File: src/rtl/xcmp_pkg.sv
/*
  shared constants and carriers for the extended compare datapath and system counter.
  assumes a single system clock; decode logic outside supplies operands and effect selections.
*/
`default_nettype none
package xcmp_pkg;
  // ----------------------------------------
  // widths and encodings
  // ----------------------------------------
  localparam int WORD_W = 32;
  localparam int INSTR_W = 6;
  localparam int ADDR_W = 9;
  localparam int IMM_W = 9;
  localparam logic [INSTR_W-1:0] OP_CMP_UNSIGNED_EXT = 6'h33;
  // signed variant opcode is not given; parameterised default is arbitrary
  localparam logic [INSTR_W-1:0] OP_CMP_SIGNED_EXT_DEFAULT = 6'h31;
  localparam logic [ADDR_W-1:0] TIME_COUNT_ADDR_DEFAULT = 9'h100;
  localparam logic [WORD_W-1:0] TIME_COUNT_RESET = 32'h0000_0000;
  localparam logic [WORD_W-1:0] TIME_COUNT_STEP = 32'h0000_0001;
  localparam logic [WORD_W-1:0] WORD_ZERO = 32'h0000_0000;

  // ----------------------------------------
  // carriers
  // ----------------------------------------
  typedef struct packed {
    logic valid;
    logic [INSTR_W-1:0] opcode;
    logic imm_sel;
    logic [IMM_W-1:0] imm;
    logic [ADDR_W-1:0] src_addr;
    logic [ADDR_W-1:0] dst_addr;
    logic [WORD_W-1:0] src_reg;
    logic [WORD_W-1:0] dst_reg;
    logic zero_in;
    logic carry_in;
    logic update_zero_flag_effect;
    logic update_carry_flag_effect;
    logic write_result_effect;
  } xcmp_req_t;

  typedef struct packed {
    logic valid;
    logic zero;
    logic carry;
    logic result_write;
    logic [ADDR_W-1:0] result_addr;
    logic [WORD_W-1:0] result;
    logic shadow_hit;
  } xcmp_rsp_t;
endpackage
`default_nettype wire

File: src/rtl/global_time_count.sv
/*
  free-running global 32-bit system counter.
  assumes one system clock shared with every core.
*/
`timescale 1ns/1ps
`default_nettype none
module global_time_count #(
  parameter int WIDTH = 32
) (
  // clock and reset
  input wire logic CLK,
  input wire logic RST_N,
  // count value
  output logic [WIDTH-1:0] COUNT
);
  import xcmp_pkg::*;

  // ----------------------------------------
  // counter
  // ----------------------------------------
  always_ff @(posedge CLK or negedge RST_N) begin
    if (!RST_N) begin
      COUNT <= WIDTH'(TIME_COUNT_RESET);
    end else begin
      COUNT <= COUNT + WIDTH'(TIME_COUNT_STEP);
    end
  end
endmodule
`default_nettype wire

File: src/rtl/extended_compare_and_sys_counter.sv
/*
  extended unsigned and signed compare datapath with flag chaining, plus the shared system counter.
  assumes the core decode supplies register operands, incoming flags and effect selections in one
  cycle; results, flags and the shadow register at the counter address are returned registered.
*/
`timescale 1ns/1ps
`default_nettype none
// Operation
// - opcode 110011 selects the unsigned extended compare including incoming carry
// - source is a register or the 9-bit immediate from the source field
// - unsigned variant treats both operands as unsigned 32-bit values
// - compare is destination minus source minus carry; flags kept, result optional
// - destination unchanged unless result writing is selected
// - written result is destination minus source minus carry, wrapped to 32 bits
// - zero and carry change only under their own write effects
// - unsigned: zero set only if zero was set and destination equals source plus carry
// - unsigned: carry set when destination below source plus carry, unsigned chained
// - unsigned: 0x80000000 against 0x7fffffff with carry clear clears carry
// - signed: zero set only if zero was set and destination equals source plus carry
// - signed: carry set when destination below source plus carry, two's complement
// - one global 32-bit counter shared by all cores, incrementing every clock
// - counter address as source operand delivers the current count
// - counter address as destination touches a shadow register, not the counter
module extended_compare_and_sys_counter #(
  parameter logic [xcmp_pkg::INSTR_W-1:0] OP_CMP_SIGNED_EXT = xcmp_pkg::OP_CMP_SIGNED_EXT_DEFAULT,
  parameter logic [xcmp_pkg::ADDR_W-1:0] TIME_COUNT_ADDR = xcmp_pkg::TIME_COUNT_ADDR_DEFAULT
) (
  // clock and reset
  input wire logic CLK,
  input wire logic RST_N,
  // instruction request
  input wire xcmp_pkg::xcmp_req_t REQ,
  // instruction answer
  output xcmp_pkg::xcmp_rsp_t RSP,
  // counter and shadow visibility
  output logic [xcmp_pkg::WORD_W-1:0] TIME_COUNT,
  output logic [xcmp_pkg::WORD_W-1:0] SHADOW
);
  import xcmp_pkg::*;

  // ----------------------------------------
  // system counter
  // ----------------------------------------
  logic [WORD_W-1:0] count_value;

  global_time_count #(
    .WIDTH(WORD_W)
  ) u_count (
    .CLK(CLK),
    .RST_N(RST_N),
    .COUNT(count_value)
  );

  assign TIME_COUNT = count_value;

  // ----------------------------------------
  // decode and arithmetic helpers
  // ----------------------------------------
  // one opcode against one compare code
  function automatic logic opcode_hit(input logic [INSTR_W-1:0] op,
                                      input logic [INSTR_W-1:0] code);
    opcode_hit = (op == code);
  endfunction

  // register address that aliases the system counter
  function automatic logic at_count_addr(input logic [ADDR_W-1:0] addr);
    at_count_addr = (addr == TIME_COUNT_ADDR);
  endfunction

  // immediate literal widened to a full word
  function automatic logic [WORD_W-1:0] widen_imm(input logic [IMM_W-1:0] imm);
    widen_imm = {{(WORD_W-IMM_W){1'b0}}, imm};
  endfunction

  // destination minus source minus carry, borrow in the top bit
  function automatic logic [WORD_W:0] sub_with_borrow(input logic [WORD_W-1:0] d,
                                                     input logic [WORD_W-1:0] s,
                                                     input logic c);
    sub_with_borrow = {1'b0, d} - {1'b0, s} - {{WORD_W{1'b0}}, c};
  endfunction

  // two's-complement ordering from the unsigned borrow and both signs
  function automatic logic two_comp_less(input logic borrow,
                                         input logic d_sign,
                                         input logic s_sign);
    two_comp_less = borrow ^ d_sign ^ s_sign;
  endfunction

  // chained equality: earlier words equal and nothing left in this one
  function automatic logic chained_equal(input logic zero_before,
                                         input logic [WORD_W:0] d);
    chained_equal = zero_before && (d == {1'b0, WORD_ZERO});
  endfunction

  // ----------------------------------------
  // operand selection
  // ----------------------------------------
  logic [WORD_W-1:0] shadow_reg;
  logic [WORD_W-1:0] src_value;
  logic [WORD_W-1:0] dst_value;
  logic is_unsigned;
  logic is_signed;
  logic compare_hit;
  logic src_is_count;
  logic dst_is_shadow;

  always_comb begin
    is_unsigned = 1'b0;
    is_signed = 1'b0;
    if (REQ.valid) begin
      if (opcode_hit(REQ.opcode, OP_CMP_UNSIGNED_EXT)) begin
        is_unsigned = 1'b1;
      end else if (opcode_hit(REQ.opcode, OP_CMP_SIGNED_EXT)) begin
        is_signed = 1'b1;
      end
    end
  end

  assign compare_hit = is_unsigned || is_signed;
  assign src_is_count = !REQ.imm_sel && at_count_addr(REQ.src_addr);
  assign dst_is_shadow = at_count_addr(REQ.dst_addr);

  // immediate wins over any register address
  always_comb begin
    if (REQ.imm_sel) begin
      src_value = widen_imm(REQ.imm);
    end else if (src_is_count) begin
      src_value = count_value;
    end else begin
      src_value = REQ.src_reg;
    end
  end

  // destination at the counter address reads the shadow, never the counter
  always_comb begin
    if (dst_is_shadow) begin
      dst_value = shadow_reg;
    end else begin
      dst_value = REQ.dst_reg;
    end
  end

  // ----------------------------------------
  // subtraction and flags
  // ----------------------------------------
  logic [WORD_W:0] diff;
  logic [WORD_W-1:0] next_result;
  logic borrow_unsigned;
  logic less_signed;
  logic equal_chain;
  logic next_carry;
  logic next_zero;

  assign diff = sub_with_borrow(dst_value, src_value, REQ.carry_in);
  assign next_result = diff[WORD_W-1:0];
  // unsigned ordering: borrow out of the extended subtraction
  assign borrow_unsigned = diff[WORD_W];
  // signed ordering: flip the borrow when the operand signs differ
  assign less_signed = two_comp_less(diff[WORD_W], dst_value[WORD_W-1], src_value[WORD_W-1]);
  assign equal_chain = chained_equal(REQ.zero_in, diff);

  always_comb begin
    next_carry = REQ.carry_in;
    if (REQ.update_carry_flag_effect) begin
      if (is_signed) begin
        next_carry = less_signed;
      end else begin
        next_carry = borrow_unsigned;
      end
    end
  end

  always_comb begin
    next_zero = REQ.zero_in;
    if (REQ.update_zero_flag_effect) begin
      next_zero = equal_chain;
    end
  end

  // ----------------------------------------
  // answer next values
  // ----------------------------------------
  logic next_result_write;
  logic next_shadow_hit;
  logic [WORD_W-1:0] next_answer_word;

  // a write aimed at the counter address lands in the shadow instead
  always_comb begin
    next_result_write = 1'b0;
    next_shadow_hit = 1'b0;
    if (compare_hit && REQ.write_result_effect) begin
      if (dst_is_shadow) begin
        next_shadow_hit = 1'b1;
      end else begin
        next_result_write = 1'b1;
      end
    end
  end

  always_comb begin
    if (REQ.write_result_effect) begin
      next_answer_word = next_result;
    end else begin
      next_answer_word = dst_value;
    end
  end

  // ----------------------------------------
  // registered answer
  // ----------------------------------------
  logic answer_valid;
  logic zero_flag;
  logic carry_flag;
  logic result_write;
  logic shadow_hit;
  logic [ADDR_W-1:0] result_addr;
  logic [WORD_W-1:0] result_word;

  // answer strobe, one cycle after each compare
  always_ff @(posedge CLK or negedge RST_N) begin
    if (!RST_N) begin
      answer_valid <= 1'b0;
    end else begin
      answer_valid <= compare_hit;
    end
  end

  // flags hold between compares
  always_ff @(posedge CLK or negedge RST_N) begin
    if (!RST_N) begin
      zero_flag <= 1'b0;
    end else if (compare_hit) begin
      zero_flag <= next_zero;
    end
  end

  always_ff @(posedge CLK or negedge RST_N) begin
    if (!RST_N) begin
      carry_flag <= 1'b0;
    end else if (compare_hit) begin
      carry_flag <= next_carry;
    end
  end

  // write strobes last one cycle
  always_ff @(posedge CLK or negedge RST_N) begin
    if (!RST_N) begin
      result_write <= 1'b0;
    end else begin
      result_write <= next_result_write;
    end
  end

  always_ff @(posedge CLK or negedge RST_N) begin
    if (!RST_N) begin
      shadow_hit <= 1'b0;
    end else begin
      shadow_hit <= next_shadow_hit;
    end
  end

  // destination address and answer word hold between compares
  always_ff @(posedge CLK or negedge RST_N) begin
    if (!RST_N) begin
      result_addr <= '0;
    end else if (compare_hit) begin
      result_addr <= REQ.dst_addr;
    end
  end

  always_ff @(posedge CLK or negedge RST_N) begin
    if (!RST_N) begin
      result_word <= WORD_ZERO;
    end else if (compare_hit) begin
      result_word <= next_answer_word;
    end
  end

  // answer port built from the registers above
  always_comb begin
    RSP = '0;
    RSP.valid = answer_valid;
    RSP.zero = zero_flag;
    RSP.carry = carry_flag;
    RSP.result_write = result_write;
    RSP.result_addr = result_addr;
    RSP.result = result_word;
    RSP.shadow_hit = shadow_hit;
  end

  // ----------------------------------------
  // shadow register at the counter address
  // ----------------------------------------
  always_ff @(posedge CLK or negedge RST_N) begin
    if (!RST_N) begin
      shadow_reg <= WORD_ZERO;
    end else if (next_shadow_hit) begin
      shadow_reg <= next_result;
    end
  end

  assign SHADOW = shadow_reg;
endmodule
`default_nettype wire

File: config.mk
export PLATFORM = sky130hd
export DESIGN_NAME = extended_compare_and_sys_counter
export DESIGN_NICKNAME = d
export VERILOG_FILES = /design/src/rtl/xcmp_pkg.sv /design/src/rtl/global_time_count.sv /design/src/rtl/extended_compare_and_sys_counter.sv
export SDC_FILE = /design/constraint.sdc
export NUM_CORES = 1
export LEC_CHECK = 0
export BUFFER_PORTS_ARGS = -buffer_cell sky130_fd_sc_hd__buf_2
export CAP_MARGIN = 40
export CORE_ASPECT_RATIO = 1.4
export CORE_UTILIZATION = 35
export CTS_CLUSTER_SIZE = 30
export DETAILED_ROUTE_END_ITERATION = 10
export SLEW_MARGIN = 0
export SYNTH_ARGS = -nofsm -noshare
export SYNTH_HDL_FRONTEND = slang
export SYNTH_HIERARCHICAL = 1
export SYNTH_SLANG_ARGS = --single-unit
File: constraint.sdc
create_clock -name CLK -period 4.7 [get_ports CLK]
set_clock_uncertainty 0.1 [all_clocks]
set_input_delay 0.235 -clock CLK [delete_from_list [all_inputs] [get_ports CLK]]
set_output_delay 0.235 -clock CLK [all_outputs]
set_load 0.05 [all_outputs]
## Word level (Yosys, flattened, before mapping)

Cells that the tools add are included.
Widths: inputs -> output; s select.

- $add $sub $neg: 3
- Equality and inequality tests: 4
- Mux-type cells: 16
- Bitwise operators: 2
- Reductions and logical operators: 6

Operator list:

| cell | number |
|---|---|
| $mux 32 | 4 |
| $logic_not 33->1 | 1 |
| $sub 32x32->33 | 1 |
| $sub 33x1->33 | 1 |
| $add 32x1->32 const B | 1 |
| $eq 9x9->1 const B | 2 |
| $eq 6x6->1 const B | 2 |
| $mux 1 | 12 |
| $logic_and 1x1->1 | 3 |
| $xor 1x1->1 | 2 |
| $logic_not 1->1 | 1 |
| $logic_or 1x1->1 | 1 |

- Bits in registers: 110
- Input port bits: 106
- Output and inout port bits: 110
- Word-level logic and storage cells: 40

## Depth between registers and ports, before layout

Gate-level depths: netlist (run 1).

- Depth in word-level cells: 10
- Gate-level depth with buffers: 21
- Gate-level depth less buffers: 18

## Hierarchy

Netlist (run 1), hierarchy kept.

Modules (own cells, without submodules):

| module | instances | cells each | area an instance (um^2) |
|---|---|---|---|
| extended_compare_and_sys_counter | 1 | 880 | 6703.9 |
| global_time_count | 1 | 127 | 1478.9 |

## Least setup slack after synthesis (run 1)

OpenSTA, ideal clock, no wires.

- Kind: input to register
- Start point: input port REQ[96] (netlist name)
- End point: register zero_flag
- Setup time: 0.092 ns
- Data arrival time: 4.560 ns
- Data required time: 4.508 ns
- Path slack: -0.052 ns
- Cell stages on the path: 20
- Path buffers: 3
- Cell sequence: clkbuf_1 > or4b_1 > nor4_1 > clkbuf_1 > clkbuf_1 > nand2_1 > o21ai_0 > ha_1 > inv_1 > ha_1 > a21o_1 > a21o_1 > a2111o_1 > nand2b_4 > or3_4 > a221oi_2 > nand4_1 > nor4b_2 > nand4_1 > o31ai_2

- Cells in the longest elaborated chain, start to end: 9

Ends and longest elaborated chain:

| what | RTL line | source |
|---|---|---|
| start: declaration | extended_compare_and_sys_counter.sv:32 | `input wire xcmp_pkg::xcmp_req_t REQ,` |
| $logic_not 1->1 | extended_compare_and_sys_counter.sv:120 | `assign src_is_count = !REQ.imm_sel && at_count_addr(REQ.src_addr);` |
| $logic_and 1x1->1 | extended_compare_and_sys_counter.sv:120 |  |
| $mux 32 | extended_compare_and_sys_counter.sv:127 | `end else if (src_is_count) begin` |
| $mux 32 * | extended_compare_and_sys_counter.sv:125 | `if (REQ.imm_sel) begin` |
| $sub 32x32->33 * | extended_compare_and_sys_counter.sv:79 | `sub_with_borrow = {1'b0, d} - {1'b0, s} - {{WORD_W{1'b0}}, c};` |
| $sub 33x1->33 * | extended_compare_and_sys_counter.sv:79 |  |
| $logic_not 33->1 * | extended_compare_and_sys_counter.sv:92 | `chained_equal = zero_before && (d == {1'b0, WORD_ZERO});` |
| $logic_and 1x1->1 * | extended_compare_and_sys_counter.sv:92 |  |
| $mux 1 * | extended_compare_and_sys_counter.sv:175 | `if (REQ.update_zero_flag_effect) begin` |
| end signal: assignment | extended_compare_and_sys_counter.sv:233 | `zero_flag <= next_zero;` |
| end: declaration | extended_compare_and_sys_counter.sv:212 | `logic zero_flag;` |

Every way passes the cells marked *; elsewhere a longest branch is shown, timed or not.
A chain may end at the register's enable or synchronous reset.

## Final worst setup path (run 1)

- Start point: input port REQ[70] (netlist name)
- End point: register zero_flag

- Cells in the longest elaborated chain, start to end: 7

Ends and longest elaborated chain:

| what | RTL line | source |
|---|---|---|
| $eq 9x9->1 | extended_compare_and_sys_counter.sv:67 | `at_count_addr = (addr == TIME_COUNT_ADDR);` |
| $mux 32 | extended_compare_and_sys_counter.sv:136 | `if (dst_is_shadow) begin` |
| $sub 32x32->33 | extended_compare_and_sys_counter.sv:79 |  |
| $sub 33x1->33 | extended_compare_and_sys_counter.sv:79 |  |
| $logic_not 33->1 | extended_compare_and_sys_counter.sv:92 |  |
| $logic_and 1x1->1 | extended_compare_and_sys_counter.sv:92 |  |
| $mux 1 | extended_compare_and_sys_counter.sv:175 |  |

Every way passes these cells.

==> impl_metrics.py, run 1 <==
metrics = {
    "outcome": {
        "status": "complete, no violations",
    },
    "floorplanning": {
        "dieHeight_um": 183,
        "start_util_pct": 35.9,
        "core_um2": 22800,
        "ioPinCount": 216,
        "die-area_um2": 24000,
        "fp-row-count": 65,
        "die_x_um": 131,
    },
    "timing": {
        "setup_slack_ns": 0.202,
        "finalSetupViolCount": 0,
        "relSlewSlack_pct": 47.3,
        "tightest_slew_ns": 0.791,
        "min_period_over_period_pct": 95.7,
        "min_period_ns": 4.50,
        "max_freq_ghz": 0.222,
        "hold_viol": 0,
        "slew_violations": 0,
        "rsz0062_at_grt": "true",
    },
    "worst_setup_path": {
        "r2r_start": "u_count/COUNT[3]$_DFF_PN0_",
        "path_depth": 20,
        "cp_top_family": "simple AND/OR/NAND/NOR gates",
        "cp_slowest_stage_delay_ns": 0.53,
        "r2r_end": "zero_flag$_DFFE_PN0N_",
        "crit_path_end_kind": "register",
        "critPathRequiredTime_ns": 4.88,
        "crit_arrival_ns": 4.68,
        "worst_path_max_delay_cell": "dlygate4sd3_1",
        "cp-endpoint": "zero_flag$_DFFE_PN0N_",
        "crit_start": "REQ[70]",
        "r2r_cells": 16,
        "regToRegSetupSlack_ns": 0.92,
        "worstSetupPathType": "primary input to register",
        "cp_cell_sequence": "dlygate4sd3_1 > buf_2 > nor3_4 > and3_4 > buf_4 > mux2i_1 > buf_4 > ha_1 > inv_1 > ha_1 > a21o_1 > a21o_1 > a2111o_1 > nand2b_4 > or3_4 > a221oi_2 > nand4_1 > nor4b_2 > nand4_1 > o31ai_2",
        "cp_num_buf_inv": 5,
        "worst_setup_path_start_kind": "primary input",
        "worstPathMaxFanout": 6,
    },
    "logic_synthesis": {
        "synth.area.top_cells": "dfrtp_1 (34%), nand2_1 (10%), ha_1 (9.3%), mux2i_1 (5.3%), o21ai_0 (4.2%)",
        "synth_fa_ha_area_share_pct": 9.82,
        "syn-instance-count": 1007,
        "synth_edf_count": 0,
        "syn_avg_cell_area_um2": 8.13,
        "ys_types": 72,
        "synthMuxAreaShare_pct": 6.09,
        "synth_nets": 1176,
        "ys_seq_area_share_pct": 33.6,
        "ys_ff_latch": 110,
        "synth_top_family_by_area": "simple AND/OR/NAND/NOR gates",
        "synth_xor_area_share_pct": 5.78,
        "synthSimpleGateAreaFrac_pct": 24.2,
        "yosys.area.top_type": "dfrtp_1",
        "syn_area_um2": 8180,
        "synthTopCellsByCount": "nand2_1 (220), dfrtp_1 (110), inv_1 (70)",
        "synth_most_common_cell": "nand2_1",
        "ys_warn_count": 6,
        "synth_compound_area_share_pct": 14.4,
        "async_flop_share_pct": 100,
        "synth_top_area_share_pct": 33.6,
        "synth-main-ff-cell": "dfrtp_1",
    },
    "drt": {
        "detail_route.wl_per_cell_um": 15.9,
        "drc": 0,
        "totalWireLength_um": 26200,
        "route.vias.total": 8190,
        "dr.pass1.iters": 7,
        "drt_iter0_drc": 340,
        "ant_nets": 0,
        "vias_per_cell": 4.97,
    },
    "final_layout": {
        "drive_gt1_share_pct": 31.8,
        "multi_input_area_um2": 5060,
        "stdcell_count": 1648,
        "finalInstanceArea_um2": 11100,
        "syn2layout_area_growth_pct": 35.3,
        "seq_area_um2": 2750,
        "fillers": 2237,
        "antenna_cells": 0,
        "fin_nets": 1511,
    },
    "global_route": {
        "grt.total_usage_pct": 21.7,
        "grt_pass1_vias": 8028,
        "grt_max_degree": 67,
        "overflow": 0,
        "grt_pass1_wl_um": 41200,
        "antenna_found_initial": 0,
    },
    "clock_network": {
        "cts.htree.levels": 3,
        "clk_latency_ns": 0.37,
        "cts_buffers": 9,
        "cts-root-buf": "clkbuf_16",
        "cts.sinks": 110,
        "cts_tree": "done",
        "path_clk_slew_ns": 0.08,
        "clk_path_buf_depth": 2,
    },
    "place": {
        "dp_hpwl_um": 20900,
        "place_inst": 1615,
        "place_congestion": 0.876,
        "dp_slack_ns": -0.217,
        "place_area_um2": 10500,
        "port_buffers": 215,
    },
    "job": {
        "maxCapViolCount": 0,
    },
    "power_and_ir_drop": {
        "p_per_area_nw_per_um2": 301,
        "ir_drop_uv": 233,
        "internal-power_mw": 1.99,
        "p_leak_nw": 5.77,
        "p_sw_share_pct": 40.3,
        "pwr-share-comb_pct": 44.9,
        "seqPwrFrac_pct": 32.2,
        "p_clk_share_pct": 22.9,
        "p_switching_mw": 1.34,
    },
    "worst_hold_path": {
        "min_path_type": "primary input to register",
    },
}
## cells by family after synthesis
group	count (synthesis)
AO/OA/AOI/OAI	194
XOR/XNOR	54
adder cells (fa/ha/maj)	63
buffers and inverters	123
flip-flops	110
multiplexers	49
AND/OR/NAND/NOR	414
## layout by cell type, fill, tap and decap left out, types with 4 or more instances in the layout
| cell | n |
|---|---|
| a21o_1 | 11 |
| a21oi_1 | 56 |
| a22oi_1 | 7 |
| a31oi_1 | 4 |
| and2_1 | 5 |
| and3_1 | 5 |
| and4_1 | 5 |
| buf_2 | 214 |
| buf_4 | 149 |
| clkbuf_16 | 9 |
| dfrtp_1 | 110 |
| dlygate4sd3_1 | 10 |
| ha_1 | 61 |
| inv_1 | 70 |
| mux2_2 | 6 |
| mux2i_1 | 41 |
| nand2_1 | 220 |
| nand2b_1 | 31 |
| nand3_1 | 18 |
| nand3_2 | 4 |
| nand4_1 | 10 |
| nor2_1 | 54 |
| nor3_1 | 12 |
| nor4_1 | 10 |
| nor4_2 | 6 |
| o211ai_1 | 6 |
| o21ai_0 | 67 |
| o21ai_1 | 5 |
| xnor2_1 | 20 |
| xor2_1 | 34 |
## worst min-delay path: cells and delay by family
family / cells / cell delay (ns)
compound gates: 1 / 0.11
buf+inv: 1 / 0.09
mux: 1 / 0.07
## metal layers
layer	track usage, %	vias to the layer above	share of wire (%)
li1	-	4110	-
met1	27.2	3856	44
met2	38.5	193	50
met3	3.15	31	3.8
met4	6.54	0	1.8
met5	0	-	0
## flip-flops by register name, indices dropped and copies added (netlist names)
signal,cells
answer_valid,1
result_word,32
zero_flag,1
carry_flag,1
shadow_hit,1
SHADOW,32
u_count/COUNT,32
result_addr,9
result_write,1
## how the worst min path moves through the flow
stage            from                          end  slack, ns  cells after the start
5_1_grt        REQ[1]       carry_flag$_DFFE_PN0N_       0.11                      3
3_3_place_gp    RST_N  u_count/COUNT[25]$_DFF_PN0_       0.26                      1
3_5_place_dp    RST_N  u_count/COUNT[25]$_DFF_PN0_       0.27                      1
2_1_floorplan   RST_N        SHADOW[0]$_DFFE_PN0P_      -0.16                      0
6_report       REQ[1]       carry_flag$_DFFE_PN0N_       0.08                      3
4_1_cts        REQ[1]       carry_flag$_DFFE_PN0N_       0.07                      3
## power groups by stage
| stage | Combinational (mW) | Sequential (mW) | Clock, mW |
|---|---|---|---|
| detailed placement | 1.45 | 1.09 | 0 |
| global placement | 1.45 | 1.09 | 0 |
| floorplan | 0.578 | 1.37 | 0 |
| CTS | 1.47 | 1.07 | 0.781 |
| finish | 1.49 | 1.07 | 0.763 |
| global route | 1.62 | 1.08 | 0.808 |
## what timing repair did
item | 4_1_cts | 5_1_grt
setup buffers | 0 | 7
gates resized for setup | 0 | 27
endpoints found under the setup margin | 0 | 5
hold buffers | 10 | 0
endpoints found under the hold margin | 66 | 0
## stage by stage
stage                     utilization (%)  hold slack (ns)  total power [mW]    TNS, ns
after global placement               46.2            0.264              2.53     -0.206
after floorplan                         -           -0.161              1.95          0
after global routing                 48.6            0.110              3.51  -0.000313
after CTS                            47.9           0.0657              3.32          0
after detailed placement             46.2            0.271              2.55     -0.314
final                                48.6           0.0767              3.33          0
## area by class of cell
class                           count  share of cell area (%)
Inverter                           71                    2.41
Tap cell                          301                    3.40
Clock buffer                       10                    2.07
Multi-Input combinational cell    774                    45.7
Sequential cell                   110                    24.9
Timing Repair Buffer              376                    21.1
Clock inverter                      6                   0.497
Power figures use the tool's default switching activity.
==> run 2, diff against run 1 <==
- ABC_AREA: not set -> 1
==> run 2 against run 1 <==
- via count increased by 7.0%
- flip-flop and latch count unchanged
- combinational power decreased by 13%
- first-iteration DRC count increased by 40%
- maximum frequency increased by 4.6%
- cell count increased by 5.5%
- synthesized cell count increased by 20%
- non-clock buffer count decreased by 139
- global-route usage increased by 1.8 points
- area after synthesis increased by 6.0%
- setup slack improved by 0.20 ns
- critical endpoint unchanged
- highest routed layer unchanged
==> impl_metrics.py, run 2 <==
metrics = {
    "drt": {
        "drc": 0,
        "totalWireLength_um": 29500,
        "vias_per_cell": 5.04,
        "detail_route.wl_per_cell_um": 17.0,
        "ant_nets": 0,
        "drt_iter0_drc": 475,
        "route.vias.total": 8766,
        "dr.pass1.iters": 5,
    },
    "global_route": {
        "grt_pass1_wl_um": 45600,
        "antenna_found_initial": 0,
        "busiest_layer": "met2",
        "grt.total_usage_pct": 23.5,
        "gr-usage-met2_pct": 41.3,
        "overflow": 0,
        "grt_pass1_vias": 8504,
        "grt_max_degree": 59,
        "use_met1_pct": 28.9,
        "grt_use_met3_pct": 3.42,
    },
    "logic_synthesis": {
        "synthMuxAreaShare_pct": 3.12,
        "synth_fa_ha_area_share_pct": 9.26,
        "synth.area.top_cells": "dfrtp_1 (32%), nand2_1 (16%), ha_1 (8.8%), inv_1 (6.8%), nand3_1 (4.3%)",
        "async_flop_share_pct": 100,
        "ys_types": 46,
        "synth_edf_count": 0,
        "ys_seq_area_share_pct": 31.7,
        "synth-main-ff-cell": "dfrtp_1",
        "synth_compound_area_share_pct": 10.6,
        "synth_xor_area_share_pct": 2.78,
        "synth_nets": 1380,
        "yosys.area.top_type": "dfrtp_1",
        "synthTopCellsByCount": "nand2_1 (372), inv_1 (156), dfrtp_1 (110)",
        "ys_ff_latch": 110,
        "synth_top_area_share_pct": 31.7,
        "syn_avg_cell_area_um2": 7.16,
        "syn_area_um2": 8670,
        "synthSimpleGateAreaFrac_pct": 33.4,
        "ys_warn_count": 6,
        "syn-instance-count": 1211,
        "synth_most_common_cell": "nand2_1",
        "synth_top_family_by_area": "simple AND/OR/NAND/NOR gates",
    },
    "timing": {
        "slew_violations": 0,
        "tightest_slew_ns": 0.688,
        "fin_tns_setup_ns": 0,
        "min_period_over_period_pct": 91.5,
        "hold_viol": 0,
        "min_period_ns": 4.30,
        "whs_ns": 0.0141,
        "finalSetupViolCount": 0,
        "max_freq_ghz": 0.232,
        "relSlewSlack_pct": 54.1,
        "rsz0062_at_grt": "false",
    },
    "power_and_ir_drop": {
        "p_sw_share_pct": 42.8,
        "p_leak_nw": 5.62,
        "p_switching_mw": 1.37,
        "p_clk_share_pct": 25.8,
        "p_per_area_nw_per_um2": 305,
        "internal-power_mw": 1.83,
        "pwr-share-comb_pct": 40.4,
        "seqPwrFrac_pct": 33.8,
        "ir_drop_uv": 254,
    },
    "clock_network": {
        "post_cts_buffers": 0,
        "clk_path_buf_depth": 2,
        "cts_buffers": 9,
        "cts-root-buf": "clkbuf_16",
        "cts.htree.levels": 3,
        "path_clk_slew_ns": 0.08,
        "clk_latency_ns": 0.37,
        "cts_tree": "done",
        "cts.sinks": 110,
    },
    "final_layout": {
        "layout_commonest_cell": "nand2_1",
        "drive_gt1_share_pct": 23.0,
        "antenna_cells": 0,
        "mostFrequentLayoutCells": "nand2_1 (372), buf_2 (214), inv_1 (156)",
        "utilization_pct": 43.6,
        "stdcell_count": 1739,
        "fillers": 2574,
        "syn2layout_area_growth_pct": 21.3,
        "fin_nets": 1593,
    },
    "floorplanning": {
        "ioPinCount": 216,
        "dieHeight_um": 188,
        "fp-row-count": 67,
        "die-area_um2": 25400,
        "core_um2": 24100,
        "die_x_um": 135,
        "start_util_pct": 35.9,
    },
    "worst_setup_path": {
        "worstSetupPathType": "primary input to register",
        "crit_arrival_ns": 4.51,
        "critPathRequiredTime_ns": 4.91,
        "worstPathMaxFanout": 23,
        "crit_path_end_kind": "register",
        "worst_setup_path_start_kind": "primary input",
    },
    "job": {
        "maxCapViolCount": 0,
    },
    "outcome": {
        "status": "complete, no violations",
    },
    "worst_hold_path": {
        "min_path_type": "primary input to register",
    },
    "place": {
        "dp_hpwl_um": 23900,
        "place_inst": 1717,
        "port_buffers": 215,
        "place_congestion": 0.966,
    },
}
==> run 2: power by group through the flow <==
stage | Sequential, mW | Combinational, mW | Clock (mW)
5_1_grt | 1.09 | 1.42 | 0.874
3_3_place_gp | 1.10 | 1.29 | 0
6_report | 1.08 | 1.30 | 0.825
3_5_place_dp | 1.10 | 1.29 | 0
2_1_floorplan | 1.39 | 0.598 | 0
4_1_cts | 1.08 | 1.30 | 0.839
==> run 2: cell type report <==
type / count / area [um^2] / area share [%]
Sequential cell: 110 / 2750 / 26.2
Clock inverter: 6 / 76.3 / 0.725
Timing Repair Buffer: 237 / 1300 / 12.4
Multi-Input combinational cell: 899 / 5140 / 48.9
Tap cell: 310 / 388 / 3.69
Clock buffer: 10 / 229 / 2.18
Inverter: 167 / 627 / 5.96
==> run 2: final timing paths <==
check | from | endpoint | slack, ns | depth (start not counted)
max | REQ[70] | zero_flag$_DFFE_PN0N_ | 0.40 | 23
min reg2reg | result_addr[3]$_DFFE_PN0N_ | result_addr[3]$_DFFE_PN0N_ | 0.37 | 2
min | REQ[69] | result_addr[0]$_DFFE_PN0N_ | 0.01 | 3
max in group asynchronous | RST_N | result_addr[0]$_DFFE_PN0N_ | 3.17 | 4
max reg2reg | SHADOW[0]$_DFFE_PN0P_ | zero_flag$_DFFE_PN0N_ | 1.13 | 22
min in group asynchronous | RST_N | SHADOW[28]$_DFFE_PN0P_ | 0.15 | 2
==> run 2: repair_timing <==
| item | in CTS | in global routing |
|---|---|---|
| setup endpoints to repair | 0 | 1 |
| hold buffers | 6 | 0 |
| hold endpoints to repair | 72 | 0 |
| resized for setup | 0 | 2 |
==> run 2: cell families (layout without fill, tap and decap cells) <==
logic type,Yosys count,in the layout
muxes,27,27
xor gates and xnor gates,25,25
DFF,110,110
and+or+nand+nor,636,636
AOI/OAI and AO/OA,148,148
buffers and inverters,202,420
adders and majority gates,63,63
==> run 2: stage by stage <==
step | setup slack, ns | area (um^2) | power (mW)
4_1_cts | 0.356 | 10500 | 3.22
3_5_place_dp | 0.528 | 10100 | 2.39
3_3_place_gp | 0.533 | 10100 | 2.38
2_1_floorplan | 1.26 | 8670 | 1.99
6_report | 0.398 | 10500 | 3.20
5_1_grt | 0.00812 | 10500 | 3.39
==> run 2: critical path, stage by stage <==
cell,delay [ns]
dlygate4sd3_1,0.53
buf_2,0.12
nor2_1,0.18
nand3_2,0.15
nor2_4,0.22
buf_12,0.24
mux2i_1,0.45
ha_1,0.32
inv_1,0.06
ha_1,0.29
a21oi_1,0.27
o21ai_0,0.16
a21oi_1,0.23
inv_1,0.07
nand2_1,0.06
nand3_1,0.14
xnor2_1,0.26
nand2_1,0.15
nor2_1,0.12
nand3_1,0.09
nand2_1,0.07
nand2_1,0.04
nand2_1,0.05
==> run 2: layer usage <==
metal  up-vias  share of wire [%]
li1       4340                  -
met1      4067                 42
met2       314                 50
met3        45                6.1
met4         0                2.7
met5         -                  0
